<file path="config.mk">
export PLATFORM = sky130hd
export DESIGN_NAME = fpwm_top
export DESIGN_NICKNAME = d
export VERILOG_FILES = /design/src/pkg/fpwm_pkg.sv /design/src/pkg/fpwm_ecs_if.sv /design/src/verilog/fpwm_ecs_gen.sv /design/src/verilog/fpwm_top.sv
export SDC_FILE = /design/constraint.sdc
export NUM_CORES = 1
export LEC_CHECK = 0
export ABC_AREA = 1
export ABC_CLOCK_PERIOD_IN_PS = 1800
export BUFFER_PORTS_ARGS = -buffer_cell sky130_fd_sc_hd__buf_2
export CAP_MARGIN = 20
export CORE_MARGIN = 1
export CORE_UTILIZATION = 45
export CTS_CLUSTER_DIAMETER = 50
export CTS_CLUSTER_SIZE = 20
export DETAILED_ROUTE_END_ITERATION = 16
export PLACE_DENSITY = 0.8
export SLEW_MARGIN = 5
export SYNTH_ARGS = -nofsm -noshare
export SYNTH_HDL_FRONTEND = slang
export SYNTH_SLANG_ARGS = --single-unit
</file>
<file path="constraint.sdc">
create_clock -name aclk -period 1.8 [get_ports aclk]
set_input_delay 0.18 -clock aclk [delete_from_list [all_inputs] [get_ports aclk]]
set_output_delay 0.18 -clock aclk [all_outputs]
set_load 0.01 [all_outputs]
</file>
<file path="src/pkg/fpwm_pkg.sv">
// Constants and types shared by the flash page window mapper
package fpwm_pkg;
  // Register indices; byte address is four times the index
  localparam logic [7:0] IDX_MODE    = 8'h0b;
  localparam logic [7:0] IDX_MISC    = 8'h13;
  localparam logic [7:0] IDX_PK_DATA = 8'hfc;
  localparam logic [7:0] IDX_PK_DIR  = 8'hfd;
  localparam logic [7:0] IDX_PAGE    = 8'hff;
  // Values after reset
  localparam logic [2:0] PAGE_RST    = 3'h0;
  localparam logic [4:0] PK_DATA_RST = 5'h00;
  localparam logic [4:0] PK_DIR_RST  = 5'h00;
  localparam logic [1:0] STRETCH_RST = 2'h3;
  localparam logic [3:0] MODE_RST    = 4'h0;
  // Field positions
  localparam int unsigned MISC_TEST_BIT = 7;
  localparam int unsigned MISC_STR_LO   = 2;
  localparam int unsigned MODE_SPEC_BIT = 0;
  localparam int unsigned MODE_EXP_BIT  = 1;
  localparam int unsigned MODE_EMU_BIT  = 2;
  localparam int unsigned MODE_PULL_BIT = 3;
  localparam int unsigned PK_HI_BIT     = 7;
  localparam int unsigned PK_ECS_PIN    = 4;
  // Address windows
  localparam logic [1:0]  WIN_FIXED_LO = 2'b01;
  localparam logic [1:0]  WIN_PROG     = 2'b10;
  localparam logic [1:0]  WIN_FIXED_HI = 2'b11;
  localparam logic [13:0] WIN_REGS     = 14'h003d;
  localparam logic [2:0]  PAGE_FIXED_LO = 3'h6;
  localparam logic [2:0]  PAGE_FIXED_HI = 3'h7;
  // Bus responses
  localparam logic [1:0] RESP_OKAY   = 2'h0;
  localparam logic [1:0] RESP_DECERR = 2'h3;
  // Chip select sequencer states
  typedef enum logic [2:0] {
    ECS_IDLE   = 3'b001,
    ECS_WAIT   = 3'b010,
    ECS_ACTIVE = 3'b100
  } fpwm_ecs_e;
endpackage

</file>
<file path="src/pkg/fpwm_ecs_if.sv">
// Signals between the mapper and its chip select sequencer
`timescale 1ns/1ps
`default_nettype none
interface fpwm_ecs_if;
  logic       start;
  logic       ext;
  logic [1:0] stretch;
  logic       e_high;
  logic       ecs_n;
  modport gen  (input start, input ext, input stretch, input e_high, output ecs_n);
  modport user (output start, output ext, output stretch, output e_high, input ecs_n);
endinterface
`default_nettype wire

</file>
<file path="src/verilog/fpwm_ecs_gen.sv">
// Chip select sequencer timed by the E clock high phase
`timescale 1ns/1ps
`default_nettype none
module fpwm_ecs_gen
  import fpwm_pkg::*;
(
  input  wire logic aclk,
  input  wire logic aresetn,
  fpwm_ecs_if.gen   ecs
);
  fpwm_ecs_e  state_r;
  fpwm_ecs_e  state_nxt;
  logic [1:0] rem_r;
  logic       e_high_d_r;
  logic       e_fall;
  logic       ecs_n_r;

  assign e_fall    = e_high_d_r & ~ecs.e_high;
  assign ecs.ecs_n = ecs_n_r;

  // Next state: wait for E high, then hold through extra E periods
  always_comb begin
    state_nxt = state_r;
    case (state_r)
      ECS_IDLE:   if (ecs.start) state_nxt = ecs.e_high ? ECS_ACTIVE : ECS_WAIT;
      ECS_WAIT:   if (ecs.e_high) state_nxt = ECS_ACTIVE;
      ECS_ACTIVE: if (e_fall && rem_r == 2'h0) state_nxt = ECS_IDLE;
      default:    state_nxt = ECS_IDLE;
    endcase
  end

  // State, stretch count and E edge history
  always_ff @(posedge aclk) begin
    if (!aresetn) begin
      state_r    <= ECS_IDLE;
      rem_r      <= 2'h0;
      e_high_d_r <= 1'b0;
    end else begin
      state_r    <= state_nxt;
      e_high_d_r <= ecs.e_high;
      if (state_r == ECS_IDLE && ecs.start) begin
        rem_r <= ecs.ext ? ecs.stretch : 2'h0;
      end else if (state_r == ECS_ACTIVE && e_fall && rem_r != 2'h0) begin
        rem_r <= rem_r - 2'h1;
      end
    end
  end

  // Select low only while active
  always_ff @(posedge aclk) begin
    if (!aresetn) ecs_n_r <= 1'b1;
    else          ecs_n_r <= (state_nxt != ECS_ACTIVE);
  end

  AST_ECS_HIGH_PHASE: assert property (@(posedge aclk) disable iff (!aresetn)
    (state_r == ECS_WAIT && ecs.e_high) |=> !ecs_n_r)
    else $error("select not asserted at E high");
endmodule
`default_nettype wire

</file>
<file path="src/verilog/fpwm_top.sv">
// Flash page window mapper with page index, port K and register slave
//
// Implementation choice: the AXI4-Lite interface to the registers.
`timescale 1ns/1ps
`default_nettype none
module fpwm_top
  import fpwm_pkg::*;
#(
  parameter int unsigned ADDR_W = 12
) (
  input  wire logic              aclk,
  input  wire logic              aresetn,
  input  wire logic [ADDR_W-1:0] s_axi_awaddr,
  input  wire logic [2:0]        s_axi_awprot,
  input  wire logic              s_axi_awvalid,
  output logic                   s_axi_awready,
  input  wire logic [31:0]       s_axi_wdata,
  input  wire logic [3:0]        s_axi_wstrb,
  input  wire logic              s_axi_wvalid,
  output logic                   s_axi_wready,
  output logic [1:0]             s_axi_bresp,
  output logic                   s_axi_bvalid,
  input  wire logic              s_axi_bready,
  input  wire logic [ADDR_W-1:0] s_axi_araddr,
  input  wire logic [2:0]        s_axi_arprot,
  input  wire logic              s_axi_arvalid,
  output logic                   s_axi_arready,
  output logic [31:0]            s_axi_rdata,
  output logic [1:0]             s_axi_rresp,
  output logic                   s_axi_rvalid,
  input  wire logic              s_axi_rready,
  input  wire logic [15:0]       cpu_addr,
  input  wire logic              cpu_access,
  input  wire logic              cpu_ext,
  input  wire logic              e_clk_high,
  input  wire logic              call_wr,
  input  wire logic [2:0]        call_wdata,
  output logic [2:0]             call_rdata,
  output logic                   flash_sel,
  output logic [16:0]            flash_addr,
  output logic                   flash_reg_sel,
  output logic [1:0]             flash_reg_array,
  output logic [1:0]             flash_reg_off,
  input  wire logic [4:0]        pk_pin_in,
  output logic [4:0]             pk_pin_out,
  output logic [4:0]             pk_pin_oe,
  output logic [4:0]             pk_pull_en
);
  // Index field needs address bits 9:2
  if (ADDR_W < 10) begin : g_addr_w_chk
    $error("ADDR_W must cover index 0xff times four");
  end

  // Pack five port bits into the byte layout with bits 6:4 zero
  function automatic logic [7:0] pk_pack(input logic [4:0] v);
    pk_pack = {v[4], 3'b000, v[3:0]};
  endfunction

  function automatic logic [4:0] pk_unpack(input logic [7:0] b);
    pk_unpack = {b[PK_HI_BIT], b[3:0]};
  endfunction

  // Register state
  logic [2:0] page_r;
  logic [4:0] pk_data_r;
  logic [4:0] pk_dir_r;
  logic       test_en_r;
  logic [1:0] stretch_r;
  logic [3:0] mode_r;
  logic       special;
  logic       emu_en;
  logic       pk_hidden;

  assign special   = mode_r[MODE_SPEC_BIT];
  assign emu_en    = mode_r[MODE_EMU_BIT];
  assign pk_hidden = mode_r[MODE_EXP_BIT] & emu_en;

  // Bus write channel state
  logic              awready_r;
  logic              wready_r;
  logic              aw_got_r;
  logic              w_got_r;
  logic [7:0]        aw_idx_r;
  logic [7:0]        w_byte_r;
  logic              w_lane_r;
  logic              bvalid_r;
  logic [1:0]        bresp_r;
  logic              do_write;
  logic              wr_hit;

  assign do_write = aw_got_r & w_got_r & ~bvalid_r;

  // Index decode shared by both directions
  function automatic logic idx_mapped(input logic [7:0] idx, input logic hide);
    case (idx)
      IDX_MODE, IDX_MISC, IDX_PAGE: idx_mapped = 1'b1;
      IDX_PK_DATA, IDX_PK_DIR:      idx_mapped = ~hide;
      default:                      idx_mapped = 1'b0;
    endcase
  endfunction

  assign wr_hit = idx_mapped(aw_idx_r, pk_hidden);

  // Write address and data taken in either order
  always_ff @(posedge aclk) begin
    if (!aresetn) begin
      awready_r <= 1'b1;
      wready_r  <= 1'b1;
      aw_got_r  <= 1'b0;
      w_got_r   <= 1'b0;
      aw_idx_r  <= 8'h00;
      w_byte_r  <= 8'h00;
      w_lane_r  <= 1'b0;
    end else begin
      if (s_axi_awvalid && awready_r) begin
        aw_got_r  <= 1'b1;
        awready_r <= 1'b0;
        aw_idx_r  <= s_axi_awaddr[9:2];
      end
      if (s_axi_wvalid && wready_r) begin
        w_got_r  <= 1'b1;
        wready_r <= 1'b0;
        w_byte_r <= s_axi_wdata[7:0];
        w_lane_r <= s_axi_wstrb[0];
      end
      if (bvalid_r && s_axi_bready) begin
        aw_got_r  <= 1'b0;
        w_got_r   <= 1'b0;
        awready_r <= 1'b1;
        wready_r  <= 1'b1;
      end
    end
  end

  // Write response
  always_ff @(posedge aclk) begin
    if (!aresetn) begin
      bvalid_r <= 1'b0;
      bresp_r  <= RESP_OKAY;
    end else if (do_write) begin
      bvalid_r <= 1'b1;
      bresp_r  <= wr_hit ? RESP_OKAY : RESP_DECERR;
    end else if (s_axi_bready) begin
      bvalid_r <= 1'b0;
    end
  end

  logic reg_we;
  assign reg_we = do_write & wr_hit & w_lane_r;

  // Page index: instruction path first, then bus
  always_ff @(posedge aclk) begin
    if (!aresetn) begin
      page_r <= PAGE_RST;
    end else if (call_wr) begin
      page_r <= call_wdata;
    end else if (reg_we && aw_idx_r == IDX_PAGE) begin
      page_r <= w_byte_r[2:0];
    end
  end

  // Port data and direction registers
  always_ff @(posedge aclk) begin
    if (!aresetn) begin
      pk_data_r <= PK_DATA_RST;
      pk_dir_r  <= PK_DIR_RST;
    end else if (reg_we) begin
      if (aw_idx_r == IDX_PK_DATA) pk_data_r <= pk_unpack(w_byte_r);
      if (aw_idx_r == IDX_PK_DIR)  pk_dir_r  <= pk_unpack(w_byte_r);
    end
  end

  // Mode and test window, stretch controls
  always_ff @(posedge aclk) begin
    if (!aresetn) begin
      mode_r    <= MODE_RST;
      test_en_r <= 1'b0;
      stretch_r <= STRETCH_RST;
    end else begin
      if (reg_we && aw_idx_r == IDX_MODE) mode_r <= w_byte_r[3:0];
      if (reg_we && aw_idx_r == IDX_MISC) begin
        stretch_r <= w_byte_r[MISC_STR_LO +: 2];
        test_en_r <= w_byte_r[MISC_TEST_BIT] & special;
      end else if (!special) begin
        test_en_r <= 1'b0;
      end
    end
  end

  // Read channel
  logic        arready_r;
  logic        rvalid_r;
  logic [31:0] rdata_r;
  logic [1:0]  rresp_r;
  logic [7:0]  ar_idx;
  logic [7:0]  rd_byte;
  logic [4:0]  pk_level;

  assign ar_idx   = s_axi_araddr[9:2];
  // Pins driven by the port read back their latch, others the pin
  assign pk_level = (pk_dir_r & pk_data_r) | (~pk_dir_r & pk_pin_in);

  always_comb begin
    case (ar_idx)
      IDX_PAGE:    rd_byte = {5'b00000, page_r};
      IDX_PK_DATA: rd_byte = pk_pack(emu_en ? pk_pin_in : pk_level);
      IDX_PK_DIR:  rd_byte = pk_pack(pk_dir_r);
      IDX_MISC:    rd_byte = {test_en_r, 3'b000, stretch_r, 2'b00};
      IDX_MODE:    rd_byte = {4'h0, mode_r};
      default:     rd_byte = 8'h00;
    endcase
  end

  always_ff @(posedge aclk) begin
    if (!aresetn) begin
      arready_r <= 1'b1;
      rvalid_r  <= 1'b0;
      rdata_r   <= 32'h0000_0000;
      rresp_r   <= RESP_OKAY;
    end else if (s_axi_arvalid && arready_r) begin
      arready_r <= 1'b0;
      rvalid_r  <= 1'b1;
      if (idx_mapped(ar_idx, pk_hidden)) begin
        rdata_r <= {24'h000000, rd_byte};
        rresp_r <= RESP_OKAY;
      end else begin
        rdata_r <= 32'h0000_0000;
        rresp_r <= RESP_DECERR;
      end
    end else if (rvalid_r && s_axi_rready) begin
      rvalid_r  <= 1'b0;
      arready_r <= 1'b1;
    end
  end

  // Window decode of the core address
  logic        test_win;
  logic        in_prog;
  logic        in_fixed;
  logic        in_regs;
  logic [16:0] map_addr;

  assign test_win = special & test_en_r & cpu_addr[15];
  assign in_prog  = test_win | (cpu_addr[15:14] == WIN_PROG);
  assign in_fixed = ~test_win & ((cpu_addr[15:14] == WIN_FIXED_LO) |
                                 (cpu_addr[15:14] == WIN_FIXED_HI));
  assign in_regs  = (cpu_addr[15:2] == WIN_REGS);

  always_comb begin
    if (test_win) begin
      map_addr = {page_r[2:1], cpu_addr[14:0]};
    end else if (cpu_addr[15:14] == WIN_FIXED_LO) begin
      map_addr = {PAGE_FIXED_LO, cpu_addr[13:0]};
    end else if (cpu_addr[15:14] == WIN_FIXED_HI) begin
      map_addr = {PAGE_FIXED_HI, cpu_addr[13:0]};
    end else begin
      map_addr = {page_r, cpu_addr[13:0]};
    end
  end

  // Registered flash selects
  logic        flash_sel_r;
  logic [16:0] flash_addr_r;
  logic        freg_sel_r;
  logic [1:0]  freg_arr_r;
  logic [1:0]  freg_off_r;

  always_ff @(posedge aclk) begin
    if (!aresetn) begin
      flash_sel_r  <= 1'b0;
      flash_addr_r <= 17'h00000;
      freg_sel_r   <= 1'b0;
      freg_arr_r   <= 2'h0;
      freg_off_r   <= 2'h0;
    end else begin
      flash_sel_r <= cpu_access & ~cpu_ext & (in_prog | in_fixed);
      freg_sel_r  <= cpu_access & in_regs;
      if (cpu_access) begin
        flash_addr_r <= map_addr;
        freg_arr_r   <= page_r[2:1];
        freg_off_r   <= cpu_addr[1:0];
      end
    end
  end

  // Chip select sequencer
  fpwm_ecs_if ecs_if ();
  assign ecs_if.start   = cpu_access & in_prog;
  assign ecs_if.ext     = cpu_ext;
  assign ecs_if.stretch = stretch_r;
  assign ecs_if.e_high  = e_clk_high;

  fpwm_ecs_gen u_ecs (
    .aclk    (aclk),
    .aresetn (aresetn),
    .ecs     (ecs_if.gen)
  );

  // Port K pins: emulation or general purpose
  logic [4:0] pin_out_r;
  logic [4:0] pin_oe_r;
  logic [4:0] pull_r;

  always_ff @(posedge aclk) begin
    if (!aresetn) begin
      pin_out_r <= 5'h00;
      pin_oe_r  <= 5'h00;
      pull_r    <= 5'h00;
    end else begin
      pin_out_r <= pk_data_r;
      pin_oe_r  <= pk_dir_r;
      pull_r    <= ~pk_dir_r & {5{mode_r[MODE_PULL_BIT]}};
      if (emu_en) begin
        pin_out_r[2:0] <= page_r;
        pin_out_r[PK_ECS_PIN] <= ecs_if.ecs_n;
        pin_oe_r[2:0] <= 3'b111;
        pin_oe_r[PK_ECS_PIN] <= 1'b1;
        pull_r[2:0] <= 3'b000;
        pull_r[PK_ECS_PIN] <= 1'b0;
      end
    end
  end

  assign s_axi_awready   = awready_r;
  assign s_axi_wready    = wready_r;
  assign s_axi_bvalid    = bvalid_r;
  assign s_axi_bresp     = bresp_r;
  assign s_axi_arready   = arready_r;
  assign s_axi_rvalid    = rvalid_r;
  assign s_axi_rdata     = rdata_r;
  assign s_axi_rresp     = rresp_r;
  assign call_rdata      = page_r;
  assign flash_sel       = flash_sel_r;
  assign flash_addr      = flash_addr_r;
  assign flash_reg_sel   = freg_sel_r;
  assign flash_reg_array = freg_arr_r;
  assign flash_reg_off   = freg_off_r;
  assign pk_pin_out      = pin_out_r;
  assign pk_pin_oe       = pin_oe_r;
  assign pk_pull_en      = pull_r;

  // Checks
  AST_PROG_PAGE: assert property (@(posedge aclk) disable iff (!aresetn)
    (cpu_access && !cpu_ext && !test_win && cpu_addr[15:14] == WIN_PROG)
      |=> flash_sel_r && flash_addr_r == {$past(page_r), $past(cpu_addr[13:0])})
    else $error("program window maps wrong page");

  AST_FIXED_HI: assert property (@(posedge aclk) disable iff (!aresetn)
    (cpu_access && !cpu_ext && !test_win && cpu_addr[15:14] == WIN_FIXED_HI)
      |=> flash_addr_r[16:14] == 3'h7)
    else $error("fixed upper window not page 7");

  AST_FIXED_LO: assert property (@(posedge aclk) disable iff (!aresetn)
    (cpu_access && !cpu_ext && !test_win && cpu_addr[15:14] == WIN_FIXED_LO)
      |=> flash_addr_r[16:14] == 3'h6)
    else $error("fixed lower window not page 6");

  AST_REG_WIN: assert property (@(posedge aclk) disable iff (!aresetn)
    (cpu_access && cpu_addr[15:2] == WIN_REGS)
      |=> freg_sel_r && freg_arr_r == $past(page_r[2:1]))
    else $error("register window shows wrong array");

  AST_TEST_WIN: assert property (@(posedge aclk) disable iff (!aresetn)
    (cpu_access && test_win)
      |=> flash_addr_r == {$past(page_r[2:1]), $past(cpu_addr[14:0])})
    else $error("test window address wrong");

  AST_TEST_FORCED: assert property (@(posedge aclk) disable iff (!aresetn)
    !special |=> !test_en_r)
    else $error("test window bit set outside special mode");

  AST_PAGE_READ: assert property (@(posedge aclk) disable iff (!aresetn)
    (s_axi_arvalid && arready_r && ar_idx == IDX_PAGE)
      |=> rvalid_r && rdata_r == {29'h0, $past(page_r)})
    else $error("index readback wrong");

  AST_CALL_PATH: assert property (@(posedge aclk) disable iff (!aresetn)
    call_wr |=> page_r == $past(call_wdata))
    else $error("call path write lost");

  AST_EMU_MIRROR: assert property (@(posedge aclk) disable iff (!aresetn)
    (emu_en && $stable(page_r)) |=> pin_out_r[2:0] == $past(page_r) && pin_oe_r[2:0] == 3'b111)
    else $error("emulation pins do not mirror index");

  AST_ECS_OFF: assert property (@(posedge aclk) disable iff (!aresetn)
    !emu_en |=> pin_out_r[PK_ECS_PIN] == $past(pk_data_r[PK_ECS_PIN]))
    else $error("select pin driven without emulation");

  AST_HIDDEN: assert property (@(posedge aclk) disable iff (!aresetn)
    (s_axi_arvalid && arready_r && pk_hidden && ar_idx == IDX_PK_DATA)
      |=> rresp_r == RESP_DECERR)
    else $error("port register visible while hidden");

  AST_DIR_PIN: assert property (@(posedge aclk) disable iff (!aresetn)
    !emu_en |=> pin_oe_r == $past(pk_dir_r))
    else $error("direction does not steer enable");
endmodule
`default_nettype wire

</file>
==> results of run 1 <==
-- per-layer routing --
layer	global-route usage, %	share of wire [%]
met1	27.93	44
met2	33.10	46
met3	3.987	7.4
met4	10.07	2.4
met5	0	0
-- Yosys cell counts --
library cell | n | share of area [%]
buf_1 | 2 | 0.19
o211a_1 | 1 | 0.25
buf_6 | 1 | 0.29
conb_1 | 1 | 0.095
ha_1 | 1 | 0.32
clkinv_1 | 1 | 0.095
nor3_2 | 1 | 0.25
o31ai_1 | 1 | 0.19
dfxtp_1 | 91 | 46
nor4_1 | 2 | 0.32
o211ai_1 | 1 | 0.19
nand4_1 | 9 | 1.4
nor2_8 | 1 | 0.51
inv_1 | 48 | 4.6
nand3_1 | 35 | 4.4
nand2_2 | 1 | 0.16
nand2_4 | 1 | 0.29
o22ai_1 | 1 | 0.16
a21oi_1 | 49 | 6.2
o21ai_0 | 43 | 5.5
or4_1 | 2 | 0.38
or2_2 | 1 | 0.16
nor3_1 | 9 | 1.1
a22oi_1 | 1 | 0.19
a211oi_1 | 1 | 0.19
buf_4 | 31 | 5.9
or2_1 | 1 | 0.16
nand2_1 | 120 | 11
a31oi_1 | 1 | 0.16
inv_2 | 2 | 0.19
nor2_2 | 2 | 0.32
clkbuf_1 | 14 | 1.3
nor2_1 | 73 | 6.9
-- final cells by class --
class | instances | area, sq um | area share, %
clock inverter | 7 | 70.07 | 1.493
clock buffer | 9 | 123.9 | 2.640
inverter | 51 | 191.4 | 4.080
multi-input combinational | 386 | 1742 | 37.12
timing repair buffer | 118 | 610.6 | 13.01
tap | 105 | 131.4 | 2.800
sequential | 91 | 1823 | 38.85
-- stage by stage --
step | utilization, % | instances
6_report | 56.26 | 767
3_3_place_gp | 53.63 | 749
2_1_floorplan | - | 575
5_1_grt | 56.26 | 767
3_5_place_dp | 53.63 | 749
4_1_cts | 56.08 | 766
-- how the worst max path moves through the flow --
stage | start | end | slack [ns] | depth (start not counted)
CTS | aw_idx_r[4] | pk_data_r[0] | 0.16 | 11
floorplan | aw_idx_r[4] | pk_data_r[2] | 0.42 | 11
global route | aw_idx_r[7] | pk_dir_r[1] | 0.01 | 10
detailed placement | aw_idx_r[4] | pk_data_r[1] | 0.18 | 11
global placement | aw_idx_r[4] | pk_data_r[1] | 0.19 | 11
finish | aw_idx_r[4] | pk_dir_r[1] | 0.19 | 11
-- logic make-up after synthesis --
group	synth area share, %
AND/OR/NAND/NOR	27.89
AO/OA/AOI/OAI	13.00
buffers and inverters	12.55
flip-flops	46.15
adder cells (fa/ha/maj)	0.3169
other	0.09500
-- what timing repair did --
item,CTS,global route
setup endpoints to repair,0,14
buffers inserted,0,0
endpoints found under the hold margin,1,0
resized for setup,0,2
hold buffers,1,0
-- where the power goes --
group,total [mW],internal (mW),switching (mW)
Sequential,2.18,2.11,0.0723
Combinational,0.468,0.177,0.292
Clock,1.33,0.538,0.797
-- layout by cell type (no fill, tap or decap), drive strengths merged --
master / Yosys / layout
or4: 2 / 2
nor3: 10 / 10
clkinv: 1 / 4
dfxtp: 91 / 91
nor4: 2 / 2
ha: 1 / 1
o22ai: 1 / 1
a211oi: 1 / 1
or2: 2 / 2
clkbuf: 14 / 9
o21ai: 43 / 43
a22oi: 1 / 1
inv: 50 / 53
clkinvlp: 0 / 1
a31oi: 1 / 1
dlygate4sd3: 0 / 1
nand2: 122 / 122
nand4: 9 / 9
o211ai: 1 / 1
buf: 34 / 117
nor2: 76 / 77
conb: 1 / 27
o211a: 1 / 1
nand3: 35 / 35
a21oi: 49 / 49
o31ai: 1 / 1
-- worst register-to-register path: stages, from the launching register on --
cell and delay, ns:
dfxtp_1 0.37, nand2_1 0.08, nor2_2 0.13, nand3_1 0.10
nand2_1 0.07, nand2_1 0.06, nand2_2 0.11, nand2_4 0.09
nor2_8 0.18, nand2_1 0.15, nand2_1 0.10, a21oi_1 0.06
==> out/results.txt, run 1 <==
Starting Density = 47.33%
Setup CP Type = reg2reg
Hold Path Sink = flash_addr[0]
Fin. Hold Viols = 0
die area = 9151 sq um
RD Place Congestion = 0.8443
grt ovf = 0
Yosys reg bits = 91
layout cells sized above 1 = 21.90%
setup total negative slack = 0 ns
vias in the first global route = 3463
VDD IR max = 0.5540 mV
Setup Skew = 0.01691 ns
crit path time final = 1.614 ns
Worst R2R End = pk_dir_r[1]
Mapped Cells = 549
final antenna-violating net count = 0
Setup Slack @ Placement = 0.1804 ns
Hold Crit Class = in2reg
Final WS setup = 0.1859 ns
Final #Nets = 759
period utilization = 89.68%
root buffer selected by CTS = clkbuf_8
Max clock buf depth = 2
R2R cell count = 11
Num CTS Buffers = 9
fmax = 619.5 MHz
leakage power = 2.309 nW
yosys warns = 0
Worst Path Required = 2.04 ns
Worst Hold Path Cells = 3
1st-pass router iterations = 5
RSZ-0062 raised after global routing = no
dpl hpwl = 6.982 mm
DIE WIDTH = 95.66 microns
Area after DPL = 4473 sq um
Setup crit end kind = flip-flop
PwrDens = 849.4 nW/um^2
# fillers = 833
n_diodes = 0
Buf/Inv on CP = 0
Critical Path AT = 1.85 ns
CTS Sinks = 91
hold_sp = cpu_addr[0]
core area = 8341 sq um
status = finished clean
final setup fails = 0
Worst R2R Start = aw_idx_r[4]
max cap viols = 0
H-tree depth = 3
CP max-delay cell = dfxtp_1
initial antenna violation count = 0
Critical Path Source Type = flip-flop
cell family with most CP delay = simple AND/OR/NAND/NOR gates
CP peak stage delay = 0.37 ns
Detailed Route Iter0 Violations = 224
# port buffers = 111
sequential area share after synthesis = 46.15%
IO Count = 183
num rows = 33
Post-Syn Area = 3948 sq um
DRC viols = 0
Final Cell Area = 4692 sq um
Vias = 3779
hold_ws = 0.02746 ns
die span in y = 95.66 microns
synthesized area per cell = 7.190 sq um
Routed WL = 9.137 mm
WL per Instance = 11.91 microns
reg2reg setup slack = 0.19 ns
clock-pin slew on the worst setup and hold paths = 0.10 ns
largest net degree at the start of global routing = 38
Area Overhead vs Synth = 18.86%
CP cell instances = nand2_1 -> nor2_2 -> nand3_1 -> nand2_1 -> nand2_1 -> nand2_2 -> nand2_4 -> nor2_8 -> nand2_1 -> nand2_1 -> a21oi_1
max FFs per register = 17
cell mode on critical path = nand2_1
worst-path fanout max = 9
Max Slew Vio Count = 0
CTS tree = yes
Yosys cell types = 33
Total Power = 3.985 mW
global-route wire length before repair = 15.14 mm
Tot GR Track Use = 21.13%
Worst-Skew Late Latency = 0.37 ns
vias per cell = 4.927
No activity file was read; power rests on OpenSTA's default activity.
==> inputs of run 2 (changes only) <==
ABC_AREA = default   (was 1)
PLACE_DENSITY = 0.79   (was 0.8)
==> run 2 against run 1 <==
The flow now finishes with violations (negative setup slack); fmax decreased by 12%; synthesized area increased by 2.0%; setup slack got worse by 0.21 ns; sequential share of layout area is 1.6 points lower; die area grew 2.0%; routed wire length is 5.8% higher; clock power up 5%; non-clock buffer count up 16; critical endpoint is now pk_data_r[3]; sequential power hardly changed; utilization up 0.19 points; combinational power down 6.4%; global-route usage down 0.57 points.
==> out/results.txt, run 2 <==
Max Slew Vio Count = 0 (unchanged)
FF+latch area = 1823 sq um (unchanged)
most frequent cells in the layout = 111 x buf_2, 90 x dfxtp_1, 41 x nand2_1, 37 x nor2_1, 36 x a21oi_1
CTS Sinks = 91 (unchanged)
leakage power = 2.143 nW (-7.2%)
layout cells sized above 1 = 28.20% (+6.3 points)
Vias = 3637 (-3.8%)
RSZ-0062 raised after global routing = yes
worst-path fanout max = 5 (-4)
die area = 9330 sq um (+2.0%)
n_diodes = 0 (unchanged)
IO Count = 183 (unchanged)
initial antenna violation count = 0 (unchanged)
Routed WL = 9.669 mm (+5.8%)
Critical Path AT = 2.12 ns (+0.27 ns)
Tot GR Track Use = 20.55% (-0.57 points)
Final Cell Area = 4898 sq um (+4.4%)
setup total negative slack = -0.02928 ns (-0.02928 ns)
placed cell count = 670 (-11%)
root buffer selected by CTS = clkbuf_8
Setup Skew = 0.01406 ns (-0.002846 ns)
final antenna-violating net count = 0 (unchanged)
Max clock buf depth = 2 (unchanged)
PwrDens = 812.8 nW/um^2 (-4.3%)
DIE WIDTH = 96.59 microns (+0.97%)
vias per cell = 5.302 (+7.6%)
Starting Density = 46.40% (-0.93 points)
Fin. Hold Viols = 0 (unchanged)
grt ovf = 0 (unchanged)
dpl hpwl = 7.235 mm (+3.6%)
Slew @ Worst Pin = 0.5505 ns
Final #Nets = 676 (-11%)
final setup fails = 2 (+2)
WL per Instance = 14.09 microns (+18%)
Final WS setup = -0.02587 ns (-0.2117 ns)
most common cell in the netlist = dfxtp_1
largest net degree at the start of global routing = 25 (-34%)
Hold Crit Class = in2reg
sequential area share after synthesis = 45.25% (-0.90 points)
# port buffers = 111 (unchanged)
Worst Path Required = 2.09 ns (+0.05 ns)
relative slew slack = 63.13%
Yosys reg bits = 91 (unchanged)
Area Overhead vs Synth = 21.66%
ys flop type = dfxtp_1
Detailed Route Iter0 Violations = 185 (-17%)
RD Place Congestion = 0.8481 (+0.45%)
top post-synthesis cells by area = dfxtp_1 45%, mux2i_1 7.7%, buf_4 5.8%
failing checks = negative setup slack
# fillers = 804 (-3.5%)
Area after DPL = 4669 sq um (+4.4%)
fmax = 547.7 MHz (-12%)
CTS tree = yes
Num CTS Buffers = 9 (unchanged)
num rows = 34 (+3.0%)
max cap viols = 0 (unchanged)
commonest non-fill, non-tap cell in the layout = buf_2
Setup CP Type = reg2reg
synthesized area per cell = 8.791 sq um (+22%)
core area = 8678 sq um (+4.1%)
global-route wire length before repair = 14.61 mm (-3.5%)
Setup crit end kind = flip-flop
final cell count without fillers = 686 (-11%)
max FFs per register = 17 (unchanged)
Critical Path Source Type = flip-flop
Post-synth EDFFs = 0 (unchanged)
top cells by count, synth = 91 x dfxtp_1, 41 x nand2_1, 37 x a21oi_1, 37 x nor2_1
Post-Syn Area = 4026 sq um (+2.0%)
crit path time final = 1.826 ns (+0.2117 ns)
status = finished with violations
Yosys top cell by area = dfxtp_1
clock-pin slew on the worst setup and hold paths = 0.09 ns (about the same)
VDD IR max = 0.3821 mV (-31%)
Mapped Cells = 458 (-17%)
DRC viols = 0 (unchanged)
vias in the first global route = 3120 (-9.9%)
ys async rst share = 0% (unchanged)
Multi-input gate area = 1962 sq um (+13%)
die span in y = 96.59 microns (+0.97%)
share of the synthesized area in the top cell type = 45.25% (-0.90 points)
Worst-Skew Late Latency = 0.35 ns (-0.02 ns)
H-tree depth = 3 (unchanged)
yosys warns = 0 (unchanged)
period utilization = 101.4% (+12 points)
1st-pass router iterations = 4 (-1)
Yosys cell types = 46 (+39%)
-- run 2: cell count changes after synthesis, moves of 12 or more --
cell and change:
inv_1 -37, nand2_1 -79, o21ai_0 -22, nor2_1 -36, mux2i_1 +31, a21oi_1 -12
-- run 2: cells by family after synthesis --
group | after synthesis | synth area share, %
flip-flops | 91 | 45.25
buffers and inverters | 67 | 9.322
XOR/XNOR | 2 | 0.4351
adder cells (fa/ha/maj) | 1 | 0.3107
multiplexers | 35 | 8.825
AO/OA/AOI/OAI | 88 | 13.55
other | 1 | 0.09314
AND/OR/NAND/NOR | 173 | 22.22
-- run 2: path summary, 6_finish.rpt --
check / slack, ns / to / cells past startpoint / start
max: -0.03 / pk_data_r[3] / 4 / aw_idx_r[2]
max reg2reg: -0.03 / pk_data_r[3] / 4 / aw_idx_r[2]
min reg2reg: 0.46 / pk_pull_en[3] / 1 / pk_dir_r[3]
min: 0.03 / flash_sel / 2 / cpu_ext
-- run 2: layer usage --
layer	vias to the layer above	wire length (microns)	global-route usage, %
met5	-	0	0
met1	1681	4230	26.66
met2	145	4705	33.27
met4	0	147	6.740
met3	15	584	5.243
li1	1796	-	-
-- run 2: critical path, cell delays in order, from the launching register on --
cell,delay (ns)
dfxtp_2,0.34
or4_4,0.58
o311a_4,0.33
or3b_4,0.37
a21oi_2,0.13
-- run 2: repair_timing --
item | in CTS | in global routing
gates resized for setup | 1 | 11
hold buffers | 0 | 0
pin swaps | 1 | 2
gates cloned | 0 | 0
endpoints found under the setup margin | 2 | 9
setup buffers | 0 | 1
-- run 2: per-stage QoR --
stage	util, %	power, mW	worst slack [ns]	hold WS [ns]
finish	56.44	3.982	-0.02587	0.02988
global route	56.44	4.183	-0.07190	0.01964
detailed placement	53.81	2.622	0.001421	0.3991
global placement	53.81	2.607	0.03909	0.3998
CTS	56.13	4.002	0.001385	0.01236
floorplan	-	2.497	-0.03120	0.2566
-- run 2: cell type report --
| cell class | count | share of cell area (%) |
|---|---|---|
| Clock inverter | 3 | 0.9451 |
| Inverter | 12 | 0.9195 |
| Clock buffer | 12 | 3.167 |
| Multi-Input combinational cell | 326 | 40.05 |
| Timing Repair Buffer | 134 | 14.94 |
| Tap cell | 108 | 2.759 |
| Sequential cell | 91 | 37.22 |
-- run 2: power breakdown --
part,internal (mW),switching [mW],total [mW]
combinational,0.187,0.252,0.438
clock,0.716,0.680,1.40
sequential,2.08,0.0657,2.15
